$ cat src/hdl/dmrm_pkg.sv
// Package: register map, field layout, limits and carriers of the drive map
package dmrm_pkg;

  // ----------------------------------------------------------------
  // Holding register numbers
  // ----------------------------------------------------------------
  localparam logic [15:0] RA_OUT_FREQ = 16'h2711;
  localparam logic [15:0] RA_OUT_CURR = 16'h2712;
  localparam logic [15:0] RA_DIR_MON = 16'h2713;
  localparam logic [15:0] RA_FREF_HI = 16'h2714;
  localparam logic [15:0] RA_FREF_LO = RA_FREF_HI + 16'h0001;
  localparam logic [15:0] RA_SCALE_HI = 16'h2716;
  localparam logic [15:0] RA_SCALE_LO = RA_SCALE_HI + 16'h0001;
  localparam logic [15:0] RA_DSPD_HI = 16'h2718;
  localparam logic [15:0] RA_DSPD_LO = RA_DSPD_HI + 16'h0001;
  localparam logic [15:0] RA_SFREQ_HI = 16'h271C;
  localparam logic [15:0] RA_SFREQ_LO = RA_SFREQ_HI + 16'h0001;
  localparam logic [15:0] RA_UPLIM = 16'h271E;
  localparam logic [15:0] RA_COMMIT = 16'h2328;
  localparam logic [15:0] RA_SINGLE = 16'h232A;
  localparam logic [15:0] RA_RECALC = 16'h2332;
  localparam logic [15:0] RA_SPEED_HI = 16'h2906;
  localparam logic [15:0] RA_SPEED_LO = RA_SPEED_HI + 16'h0001;
  localparam logic [15:0] RA_TREF = 16'h291E;
  localparam logic [15:0] RA_TBIAS = 16'h2922;
  localparam logic [15:0] RA_FWD_LIM = 16'h2926;
  localparam logic [15:0] RA_REV_LIM = 16'h2927;
  localparam logic [15:0] RA_PIDT_HI = 16'h2932;
  localparam logic [15:0] RA_PIDT_LO = RA_PIDT_HI + 16'h0001;
  localparam logic [15:0] RA_PIDF_HI = 16'h293A;
  localparam logic [15:0] RA_PIDF_LO = RA_PIDF_HI + 16'h0001;
  localparam logic [15:0] RA_TLIM = 16'h2946;
  localparam logic [15:0] RA_OPO = 16'h3EB5;
  localparam logic [15:0] RA_COIL0 = 16'h3EBC;
  localparam logic [15:0] RA_COIL1 = 16'h3EBD;
  localparam logic [15:0] RA_COIL4 = 16'h3EC0;

  // ----------------------------------------------------------------
  // Data limits, command code, coil layout, answers
  // ----------------------------------------------------------------
  localparam logic signed [31:0] SPEED_LIM = 32'sh0000E678;
  localparam logic signed [31:0] TORQ_LIM = 32'sh00001388;
  localparam logic signed [31:0] PID_LIM = 32'sh00002710;
  localparam logic [15:0] OPO_MAX = 16'h007F;
  localparam logic [15:0] CMD_ENABLE = 16'h0001;
  localparam logic [15:0] COIL0_MASK = 16'h1FFE;
  localparam logic [15:0] CTL_RESET = 16'h0000;
  localparam int TERM_LO = 5;
  localparam int TERM_W = 8;
  localparam int COIL_HI_W = 64;
  localparam logic [7:0] EXC_NONE = 8'h00;
  localparam logic [7:0] EXC_ADDR = 8'h02;
  localparam logic [7:0] EXC_VALUE = 8'h03;

  typedef enum logic [3:0] {
    W_NONE, W_COMMIT, W_SINGLE, W_RECALC, W_STAGE, W_SPEED, W_TREF,
    W_TBIAS, W_FWD, W_REV, W_PIDT, W_PIDF, W_TLIM, W_OPO, W_COIL0
  } dmrm_wsel_e;

  typedef struct packed {
    logic valid;
    logic write;
    logic [15:0] addr;
    logic [15:0] wdata;
  } dmrm_req_s;

  typedef struct packed {
    logic valid;
    logic err;
    logic [7:0] exc;
    logic [15:0] rdata;
  } dmrm_rsp_s;

  typedef struct packed {
    logic [15:0] out_freq;
    logic [15:0] out_current;
    logic [1:0] direction;
    logic [31:0] freq_ref;
    logic [31:0] scaled_freq;
    logic [31:0] detected_speed;
    logic [31:0] signed_freq;
    logic [15:0] upper_limit;
  } dmrm_mon_s;

  typedef struct packed {
    logic [31:0] speed_ref;
    logic [15:0] torque_ref;
    logic [15:0] torque_bias;
    logic [15:0] fwd_limit;
    logic [15:0] rev_limit;
    logic [31:0] pid_target;
    logic [31:0] pid_feedback;
    logic [15:0] torque_limit;
    logic [15:0] option_output_function;
  } dmrm_ctl_s;

endpackage

$ cat src/hdl/dmrm_regmap.sv
// Holding-register bank of the drive, seen from the link's request port
`timescale 1ns/1ns

// Behaviour
// - Writing 0001 to the commit register starts a store of all parameters.
// - The speed reference pair is read/write and holds -59000 to 59000.
// - Forward and reverse speed limits are read/write, 0 to 59000 each.
// - The PID target pair is read/write and holds -10000 to 10000.
// - Coil word 0 carries coils 0 to 15 and is read/write.
// - Coil words 1 to 4 carry coils 16 to 79 and are read-only.
// - Monitor registers and coil words 1 to 4 are read-only, command registers write-only, other registers read and write.
// - The direction monitor reports a code of 0 to 3.
// - The signed output frequency is a two-register pair.
// - The upper frequency limit monitor is read-only, 0 to 59000.
// - A terminal is on when its coil or its pin is on; monitor sees pins.
module dmrm_regmap
(
  input wire logic clk,
  input wire logic rst,
  input wire dmrm_pkg::dmrm_req_s req,
  output dmrm_pkg::dmrm_rsp_s rsp,
  input wire dmrm_pkg::dmrm_mon_s mon,
  input wire logic [dmrm_pkg::COIL_HI_W-1:0] coil_status,
  input wire logic [dmrm_pkg::TERM_W-1:0] term_pin,
  output dmrm_pkg::dmrm_ctl_s ctl,
  output logic [15:0] coil_word0,
  output logic [dmrm_pkg::TERM_W-1:0] term_active,
  output logic [dmrm_pkg::TERM_W-1:0] term_monitor,
  output logic flash_commit,
  output logic single_write_en,
  output logic recalc_start
);
  import dmrm_pkg::*;

  // ----------------------------------------------------------------
  // Storage
  // ----------------------------------------------------------------
  dmrm_ctl_s ctl_q;
  dmrm_rsp_s rsp_q;
  logic [15:0] stage_q;
  logic [15:0] coil0_q;
  logic [TERM_W-1:0] pin_s1_q;
  logic [TERM_W-1:0] pin_s2_q;
  logic [TERM_W-1:0] term_act_q;
  logic commit_q;
  logic single_q;
  logic recalc_q;

  // ----------------------------------------------------------------
  // Decode
  // ----------------------------------------------------------------
  logic [15:0] rd_d;
  logic hit;
  logic ro;
  logic wo;
  logic val_ok;
  logic [7:0] exc_d;
  logic do_wr;
  logic [31:0] pair_d;
  logic signed [31:0] wsext;
  dmrm_wsel_e wsel;

  function automatic logic in_sym(input logic signed [31:0] v,
                                  input logic signed [31:0] lim);
    return (v >= -lim) && (v <= lim);
  endfunction

  // Upper half staged first, lower half completes the pair
  assign pair_d = {stage_q, req.wdata};
  assign wsext = {{16{req.wdata[15]}}, req.wdata};

  // Monitor block and coil words 1..4 refuse writes
  assign ro = (req.addr >= RA_OUT_FREQ && req.addr <= RA_UPLIM) ||
              (req.addr >= RA_COIL1 && req.addr <= RA_COIL4);
  assign wo = (req.addr == RA_COMMIT) || (req.addr == RA_SINGLE) ||
              (req.addr == RA_RECALC);

  always_comb
  begin
    rd_d = 16'h0000;
    hit = 1'b1;
    case (req.addr)
      RA_OUT_FREQ: rd_d = mon.out_freq;
      RA_OUT_CURR: rd_d = mon.out_current;
      RA_DIR_MON: rd_d = {14'h0000, mon.direction};
      RA_FREF_HI: rd_d = mon.freq_ref[31:16];
      RA_FREF_LO: rd_d = mon.freq_ref[15:0];
      RA_SCALE_HI: rd_d = mon.scaled_freq[31:16];
      RA_SCALE_LO: rd_d = mon.scaled_freq[15:0];
      RA_DSPD_HI: rd_d = mon.detected_speed[31:16];
      RA_DSPD_LO: rd_d = mon.detected_speed[15:0];
      RA_SFREQ_HI: rd_d = mon.signed_freq[31:16];
      RA_SFREQ_LO: rd_d = mon.signed_freq[15:0];
      RA_UPLIM: rd_d = mon.upper_limit;
      RA_COMMIT: rd_d = 16'h0000;
      RA_SINGLE: rd_d = 16'h0000;
      RA_RECALC: rd_d = 16'h0000;
      RA_SPEED_HI: rd_d = ctl_q.speed_ref[31:16];
      RA_SPEED_LO: rd_d = ctl_q.speed_ref[15:0];
      RA_TREF: rd_d = ctl_q.torque_ref;
      RA_TBIAS: rd_d = ctl_q.torque_bias;
      RA_FWD_LIM: rd_d = ctl_q.fwd_limit;
      RA_REV_LIM: rd_d = ctl_q.rev_limit;
      RA_PIDT_HI: rd_d = ctl_q.pid_target[31:16];
      RA_PIDT_LO: rd_d = ctl_q.pid_target[15:0];
      RA_PIDF_HI: rd_d = ctl_q.pid_feedback[31:16];
      RA_PIDF_LO: rd_d = ctl_q.pid_feedback[15:0];
      RA_TLIM: rd_d = ctl_q.torque_limit;
      RA_OPO: rd_d = ctl_q.option_output_function;
      RA_COIL0: rd_d = coil0_q;
      RA_COIL1: rd_d = coil_status[15:0];
      RA_COIL1 + 16'h0001: rd_d = coil_status[31:16];
      RA_COIL1 + 16'h0002: rd_d = coil_status[47:32];
      RA_COIL4: rd_d = coil_status[63:48];
      // Gaps answer illegal address rather than alias a neighbour
      default: hit = 1'b0;
    endcase
  end

  always_comb
  begin
    wsel = W_NONE;
    case (req.addr)
      RA_COMMIT: wsel = W_COMMIT;
      RA_SINGLE: wsel = W_SINGLE;
      RA_RECALC: wsel = W_RECALC;
      RA_SPEED_HI: wsel = W_STAGE;
      RA_SPEED_LO: wsel = W_SPEED;
      RA_TREF: wsel = W_TREF;
      RA_TBIAS: wsel = W_TBIAS;
      RA_FWD_LIM: wsel = W_FWD;
      RA_REV_LIM: wsel = W_REV;
      RA_PIDT_HI: wsel = W_STAGE;
      RA_PIDT_LO: wsel = W_PIDT;
      RA_PIDF_HI: wsel = W_STAGE;
      RA_PIDF_LO: wsel = W_PIDF;
      RA_TLIM: wsel = W_TLIM;
      RA_OPO: wsel = W_OPO;
      RA_COIL0: wsel = W_COIL0;
      default: wsel = W_NONE;
    endcase
  end

  // Out-of-range data is refused and leaves the old value in place
  always_comb
  begin
    val_ok = 1'b1;
    case (wsel)
      W_COMMIT: val_ok = req.wdata == CMD_ENABLE;
      W_SINGLE: val_ok = req.wdata == CMD_ENABLE;
      W_RECALC: val_ok = req.wdata == CMD_ENABLE;
      W_SPEED: val_ok = in_sym(pair_d, SPEED_LIM);
      W_TREF: val_ok = in_sym(wsext, TORQ_LIM);
      W_TBIAS: val_ok = in_sym(wsext, TORQ_LIM);
      W_FWD: val_ok = req.wdata <= SPEED_LIM[15:0];
      W_REV: val_ok = req.wdata <= SPEED_LIM[15:0];
      W_PIDT: val_ok = in_sym(pair_d, PID_LIM);
      W_PIDF: val_ok = in_sym(pair_d, PID_LIM);
      W_TLIM: val_ok = req.wdata <= TORQ_LIM[15:0];
      W_OPO: val_ok = req.wdata <= OPO_MAX;
      default: val_ok = 1'b1;
    endcase
  end

  // Address faults outrank data faults, so a bad number never reads as 03
  always_comb
  begin
    exc_d = EXC_NONE;
    if (!hit)
      exc_d = EXC_ADDR;
    else if (req.write && ro)
      exc_d = EXC_ADDR;
    else if (!req.write && wo)
      exc_d = EXC_ADDR;
    else if (req.write && !val_ok)
      exc_d = EXC_VALUE;
  end

  assign do_wr = req.valid && req.write && (exc_d == EXC_NONE);

  // ----------------------------------------------------------------
  // Answer
  // ----------------------------------------------------------------
  always_ff @(posedge clk or posedge rst)
  begin
    if (rst)
      rsp_q <= '0;
    else
    begin
      rsp_q.valid <= req.valid;
      rsp_q.err <= req.valid && (exc_d != EXC_NONE);
      rsp_q.exc <= req.valid ? exc_d : EXC_NONE;
      if (req.valid && !req.write && exc_d == EXC_NONE)
        rsp_q.rdata <= rd_d;
      else
        rsp_q.rdata <= 16'h0000;
    end
  end

  // ----------------------------------------------------------------
  // Control registers
  // ----------------------------------------------------------------
  // One staging word is shared by all pairs: write high, then low
  always_ff @(posedge clk or posedge rst)
  begin
    if (rst)
      stage_q <= CTL_RESET;
    else if (do_wr && wsel == W_STAGE)
      stage_q <= req.wdata;
  end

  always_ff @(posedge clk or posedge rst)
  begin
    if (rst)
      ctl_q <= '0;
    else if (do_wr)
    begin
      case (wsel)
        W_SPEED: ctl_q.speed_ref <= pair_d;
        W_TREF: ctl_q.torque_ref <= req.wdata;
        W_TBIAS: ctl_q.torque_bias <= req.wdata;
        W_FWD: ctl_q.fwd_limit <= req.wdata;
        W_REV: ctl_q.rev_limit <= req.wdata;
        W_PIDT: ctl_q.pid_target <= pair_d;
        W_PIDF: ctl_q.pid_feedback <= pair_d;
        W_TLIM: ctl_q.torque_limit <= req.wdata;
        W_OPO: ctl_q.option_output_function <= req.wdata;
        default: ctl_q <= ctl_q;
      endcase
    end
  end

  // Reserved coils 0 and 13..15 are not stored
  always_ff @(posedge clk or posedge rst)
  begin
    if (rst)
      coil0_q <= CTL_RESET;
    else if (do_wr && wsel == W_COIL0)
      coil0_q <= req.wdata & COIL0_MASK;
  end

  // ----------------------------------------------------------------
  // Command pulses
  // ----------------------------------------------------------------
  always_ff @(posedge clk or posedge rst)
  begin
    if (rst)
    begin
      commit_q <= 1'b0;
      single_q <= 1'b0;
      recalc_q <= 1'b0;
    end
    else
    begin
      commit_q <= do_wr && wsel == W_COMMIT;
      single_q <= do_wr && wsel == W_SINGLE;
      recalc_q <= do_wr && wsel == W_RECALC;
    end
  end

  // ----------------------------------------------------------------
  // Input terminals
  // ----------------------------------------------------------------
  always_ff @(posedge clk or posedge rst)
  begin
    if (rst)
    begin
      pin_s1_q <= '0;
      pin_s2_q <= '0;
    end
    else
    begin
      pin_s1_q <= term_pin;
      pin_s2_q <= pin_s1_q;
    end
  end

  // Coil or pin turns a terminal on; monitor shows pins only
  always_ff @(posedge clk or posedge rst)
  begin
    if (rst)
      term_act_q <= '0;
    else
      term_act_q <= coil0_q[TERM_LO +: TERM_W] | pin_s2_q;
  end

  // ----------------------------------------------------------------
  // Outputs
  // ----------------------------------------------------------------
  // All leave through flops; the answer costs one cycle of latency
  assign rsp = rsp_q;
  assign ctl = ctl_q;
  assign coil_word0 = coil0_q;
  assign term_active = term_act_q;
  assign term_monitor = pin_s2_q;
  assign flash_commit = commit_q;
  assign single_write_en = single_q;
  assign recalc_start = recalc_q;

endmodule
$ cat config.mk
export PLATFORM = sky130hd
export DESIGN_NAME = dmrm_regmap
export DESIGN_NICKNAME = d
export VERILOG_FILES = /design/src/hdl/dmrm_pkg.sv /design/src/hdl/dmrm_regmap.sv
export SDC_FILE = /design/constraint.sdc
export NUM_CORES = 1
export LEC_CHECK = 0
export BUFFER_PORTS_ARGS = -buffer_cell sky130_fd_sc_hd__buf_2
export CORE_ASPECT_RATIO = 1.1
export CORE_UTILIZATION = 25
export CTS_CLUSTER_SIZE = 40
export DETAILED_ROUTE_END_ITERATION = 10
export HOLD_SLACK_MARGIN = 0.15
export SLEW_MARGIN = 10
export SYNTH_ARGS = -nofsm -noshare
export SYNTH_HDL_FRONTEND = slang
export SYNTH_SLANG_ARGS = --single-unit
$ cat constraint.sdc
create_clock -name clk -period 10.3 [get_ports clk]
set_clock_uncertainty 0.15 [all_clocks]
set_input_delay 1.545 -clock clk [delete_from_list [all_inputs] [get_ports clk]]
set_output_delay 1.545 -clock clk [all_outputs]
set_load 0.05 [all_outputs]
; ---- After elaboration in Yosys (flattened, before gate mapping)
; Index checks and enable logic that the tools add are counted.
; W data, S select, Z words.
[word_totals]
output_inout_bits = 253
ff_bits = 273
[op_classes]
n_reduce_logical = 40
muxes = 10
eq_ne = 47
bitwise = 1
magnitude_cmp = 13
[ops]
columns = op, n
row1 = $eq A16 B14 Y1 const B, 32
row2 = $pmux W16 S29, 1
row3 = $pmux W4 S14, 1
row4 = $ge A16 B14 Y1 const B, 3
row5 = $le A16 B14 Y1 const B, 3
row6 = $ge A32 B15 Y1 const B, 1
row7 = $ge A32 B17 Y1 const B, 1
row8 = $le A32 B15 Y1 const B, 1
row9 = $le A32 B17 Y1 const B, 1
row10 = $reduce_or A32 Y1, 1
row11 = $eq A4 B4 Y1 const B, 7
row12 = $logic_and A1 B1 Y1, 18
row13 = $reduce_and A2 Y1, 9
row14 = $eq A16 B1 Y1 const B, 1
row15 = $eq A4 B3 Y1 const B, 4
row16 = $le A16 B13 Y1 const B, 1
row17 = $le A16 B16 Y1 const B, 1
row18 = $le A16 B7 Y1 const B, 1
row19 = $mux W16, 1
row20 = $eq A4 B2 Y1 const B, 2
row21 = $logic_not A8 Y1, 1
row22 = $mux W2, 4
row23 = $mux W8, 1
row24 = $or A8 B8 Y8, 1
row25 = 8 further kinds, 14

; ---- Logic depth before layout (Yosys ltp)
[depth]
ltp_word = 15
depth_mapped = 12
depth_no_buf = 7

; ---- Least setup slack after synthesis
; Ideal clock, no wire load.
[synth_timing]
path_type = in2reg
from = input port req[30] (netlist name)
to = register ctl_q, in the netlist ctl[0]
t_arrival_ns = 4.302
slack_ns = 5.721
stages = 11
cell_sequence = or4b_4 buf_2 or2_4 buf_6 nor3_1 nor4_1 o21a_1 buf_6 o311ai_4 buf_2 mux2_1
[synth_via]
elab_chain_len = 15
[synth_lines]
columns = item, line
row1 = "start, declared", dmrm_regmap.sv:20  ; input wire dmrm_pkg::dmrm_req_s req,
row2 = $eq A16 B14 Y1, "dmrm_regmap.sv:82, dmrm_regmap.sv:123"
row3 = $reduce_or A3 Y1 (no line), n/a
row4 = $pmux W4 S14, dmrm_regmap.sv:123  ; case (req.addr)
row5 = "$eq A4 B1 Y1, or another cell as far along", dmrm_regmap.sv:148  ; case (wsel)
row6 = $reduce_or A3 Y1 (no line) / $reduce_or A2 Y1 (equally long branches), n/a
row7 = $pmux W1 S7, dmrm_regmap.sv:148
row8 = $logic_not A1 Y1, dmrm_regmap.sv:175  ; else if (req.write && !val_ok)
row9 = $logic_and A1 B1 Y1, dmrm_regmap.sv:175
row10 = $mux W2, dmrm_regmap.sv:175
row11 = $mux W2, dmrm_regmap.sv:173  ; else if (!req.write && wo)
row12 = $mux W2, dmrm_regmap.sv:171  ; else if (req.write && ro)
row13 = $mux W2, dmrm_regmap.sv:169  ; if (!hit)
row14 = $logic_not A8 Y1, dmrm_regmap.sv:179  ; assign do_wr = req.valid && req.write && (exc_d == EXC_NONE);
row15 = $logic_and A1 B1 Y1, dmrm_regmap.sv:179
row16 = $reduce_and A2 Y1 (no line) (*), n/a
row17 = "end signal, assigned", dmrm_regmap.sv:228  ; default: ctl_q <= ctl_q;
row18 = "end, declared", dmrm_regmap.sv:38  ; dmrm_ctl_s ctl_q;
; Mark *: on every way between the ends. The rest lies on a longest branch, timed or not.
; A chain may end at the register's enable or synchronous reset.

; ---- Final worst setup path
[layout_timing]
from = input port req[28] (netlist name)
to = register ctl_q, in the netlist ctl[87]
[layout_via]
elab_chain_len = 15
[layout_lines]
columns = item, line
row1 = $eq A16 B14 Y1, "dmrm_regmap.sv:82, dmrm_regmap.sv:123"
row2 = $reduce_or A3 Y1 (no line), n/a
row3 = $pmux W4 S14, dmrm_regmap.sv:123
row4 = "$eq A4 B1 Y1, or another cell as far along", dmrm_regmap.sv:148
row5 = $reduce_or A3 Y1 (no line) / $reduce_or A2 Y1 (equally long branches), n/a
row6 = $pmux W1 S7, dmrm_regmap.sv:148
row7 = $logic_not A1 Y1, dmrm_regmap.sv:175
row8 = $logic_and A1 B1 Y1, dmrm_regmap.sv:175
row9 = $mux W2, dmrm_regmap.sv:175
row10 = $mux W2, dmrm_regmap.sv:173
row11 = $mux W2, dmrm_regmap.sv:171
row12 = $mux W2, dmrm_regmap.sv:169
row13 = $logic_not A8 Y1, dmrm_regmap.sv:179
row14 = $logic_and A1 B1 Y1, dmrm_regmap.sv:179
row15 = $reduce_and A2 Y1 (no line) (*), n/a
; Marks and branches as above.

==> out/summary.txt <==
CP Capture Type = register
Netlist Area Pre-Place = 0.0137 sq mm
WL per Instance = 31.9 um
# DRC = 0
RSZ-0062 raised after global routing = no
Worst setup endpoint = ctl[87]
Final setup margin = 4.62 ns
Synth Warn # = 0
Tmin final = 5.68 ns
Largest net degree at the start of global routing = 153
FF-to-FF path depth = 8
Main synth FF type = dfrtp_1
Die ar. = 0.0558 sq mm
Setup crit start = req[28]
Pleak = 0.00910 uW
Status = finished, final reports clean
Share of layout cells above drive strength 1 = 41.5%
Fin. max-slew vios = 0
Hold_buf cts = 0
Worst Tran Pin Value = 1.12 ns
First-pass GRT wire length = 108000 um
Setup Buffers After CTS = 0
Average size of a mapped cell = 11.0 sq um
CTS tree = done
Vias = 14125
Post-cts sizing count = 0
Finish-stage setup viols = 0
Top Usage Layer GRT = met2
Leading area contributor after synthesis = dfrtp_1
Layout Nets = 2026
End of the worst register-to-register path = ctl[87]
Maximum vdd drop = 0.0000920 V
Dpl hpwl = 59000 um
Gr usage total = 27.7%
Max-slew headroom = 25.3%
Worst Hold Slack = 0.200 ns
RePlAce Congestion = 0.970
Min-delay worst type = reg2reg
Max frequency = 176 MHz
Worst reg2reg startpoint = stage_q[15]
Met3 Usage GRT = 5.21%
Power Dens Cells = 132 mW/mm^2
Crit-path max FO = 20
Yosys top cell area share = 48.7%
Global route overflow = 0
Sink Count = 267
CTS max path bufs = 3
Final hold vios = 0
Synth-to-Final Area Change = 33.2%
R2R setup slack = 6.33 ns
Commonest cells post-synth = 267 x dfrtp_1, 133 x a22oi_1, 92 x clkbuf_1
Worst endpoint required time = 10.56 ns
Total placed instance area = 0.0172 sq mm
Die width = 225 um
Final WL = 79400 um
Vias in the first global route = 13900
Io pins = 539
Count leader, synth = dfrtp_1
Root Driver = clkbuf_16
Sequential element share of the synthesized area = 48.7%
Post-synth EDFFs = 0
Fraction of met1 tracks used by global routing = 34.6%
Cells after Synth = 1253
CP Class = in2reg
Core ar. = 0.0539 sq mm
Synth area leaders = dfrtp_1 49%, a22oi_1 7.3%, mux2_1 6.6%
Number of cell rows = 89
Maxcap violations = 0
Worst-path clk slew = 0.06 ns
Antenna Nets Post-Route = 0
Crit start category = input pin
Pre-Repair DR Iteration Count = 6
Cts bufs inserted = 34
Setup WS pre-CTS = 4.16 ns
Starting Density = 25.5%
Arr. time, crit path = 5.93 ns
Vias per std cell = 5.67
GR Util met2 = 46.0%
Async S/R FF share, synth = 100%
Finished Cell Area = 0.0183 sq mm
# H-tree levels = 2
Yosys cell types = 72
Die height = 248 um
Clk_lat worst skew = 0.54 ns
Initial antenna violation count = 4
Port bufs = 528
TNS Setup = 0 ns
Crit share post-route = 55.1%
Post-synthesis sequential element count = 267
DR iter-0 viols = 1326
==> layer usage <==
layer	part of all wire [%]	vias up
met1	40	7203
li1	-	5882
met5	0.045	-
met2	48	875
met3	7.3	159
met4	4.4	6
==> worst min path at each step <==
stage / slack, ns / depth (start not counted) / from / to
finish: 0.20 / 0 / pin_s1_q[1] / term_monitor[1]
global route: 0.21 / 0 / pin_s1_q[1] / term_monitor[1]
CTS: 0.20 / 0 / pin_s1_q[2] / term_monitor[2]
detailed placement: 0.19 / 0 / pin_s1_q[2] / term_monitor[2]
global placement: 0.18 / 0 / pin_s1_q[4] / term_monitor[4]
floorplan: 0.18 / 0 / pin_s1_q[0] / term_monitor[0]
==> worst max-delay path: stages <==
cell       delay [ns]
buf_2            0.12
nand4bb_1        0.70
or2_4            0.60
nor4_4           0.26
buf_4            0.42
nor4_1           0.18
o21a_1           0.39
o311ai_4         0.87
buf_4            0.45
mux2_1           0.37
==> cell families (layout without fill, tap and decap cells) <==
logic type | Yosys count | count (layout) | share of synthesized area, %
and+or+nand+nor | 353 | 353 | 14.6
AOI/OAI and AO/OA | 347 | 347 | 20.6
DFF | 267 | 267 | 48.7
buffers and inverters | 150 | 651 | 5.01
muxes | 134 | 134 | 11.0
other | 1 | 12 | 0.0273
xor gates and xnor gates | 1 | 1 | 0.0638
==> where the power goes <==
group          internal (uW)  switching (uW)
combinational           54.8             129
clock                    679             502
sequential              1050            1.78
total                   1790             632
==> placed cells by master, fill, tap and decap left out, types with 5 or more instances in the layout <==
cell	synthesis	final
dfrtp_1	267	267
conb_1	1	10
nor3_2	0	7
a32o_1	14	14
nor4_4	2	5
nor4_2	3	10
nor4_1	34	24
clkbuf_16	0	35
buf_4	14	40
nand3_1	77	77
a22o_1	8	8
a22oi_1	133	133
nor2_1	35	33
nand2_1	58	58
o311ai_4	6	6
mux2_1	81	81
mux2_2	51	51
o21ai_0	21	21
buf_2	10	528
nand4_1	28	28
a222oi_1	35	35
nor3_1	31	22
o2bb2ai_1	48	48
nand4bb_1	6	6
nand2b_1	7	7
a221oi_1	10	10
inv_1	23	22
or3_1	6	6
or4_1	5	5
a21oi_1	29	29
or2_2	13	13
or4b_2	5	5
and3_1	6	6
and2_1	13	13
clkbuf_1	92	8
==> flip-flops by register name (all words and copies together), names as in the netlist <==
register,cells
flash_commit,1
term_monitor,8
recalc_start,1
coil_word0,12
pin_s1_q,8
term_active,8
stage_q,16
rsp,20
single_write_en,1
ctl,192
==> through the flow <==
step           power, uW  cells  utilization (%)
2_1_floorplan       1160   1262                -
3_3_place_gp        1260   2432             31.9
3_5_place_dp        1260   2432             31.9
4_1_cts             2450   2491             33.9
5_1_grt             2500   2491             33.9
6_report            2420   2493             33.9
==> area by class of cell <==
class | count | area (sq um)
Timing Repair Buffer | 569 | 2960
Clock buffer | 46 | 947
Antenna cell | 2 | 5.00
Fill cell | 5603 | 35600
Tap cell | 728 | 911
Sequential cell | 267 | 6680
Clock inverter | 13 | 128
Inverter | 23 | 93.8
Multi-Input combinational cell | 845 | 6550
No activity file was read; power rests on OpenSTA's default activity.
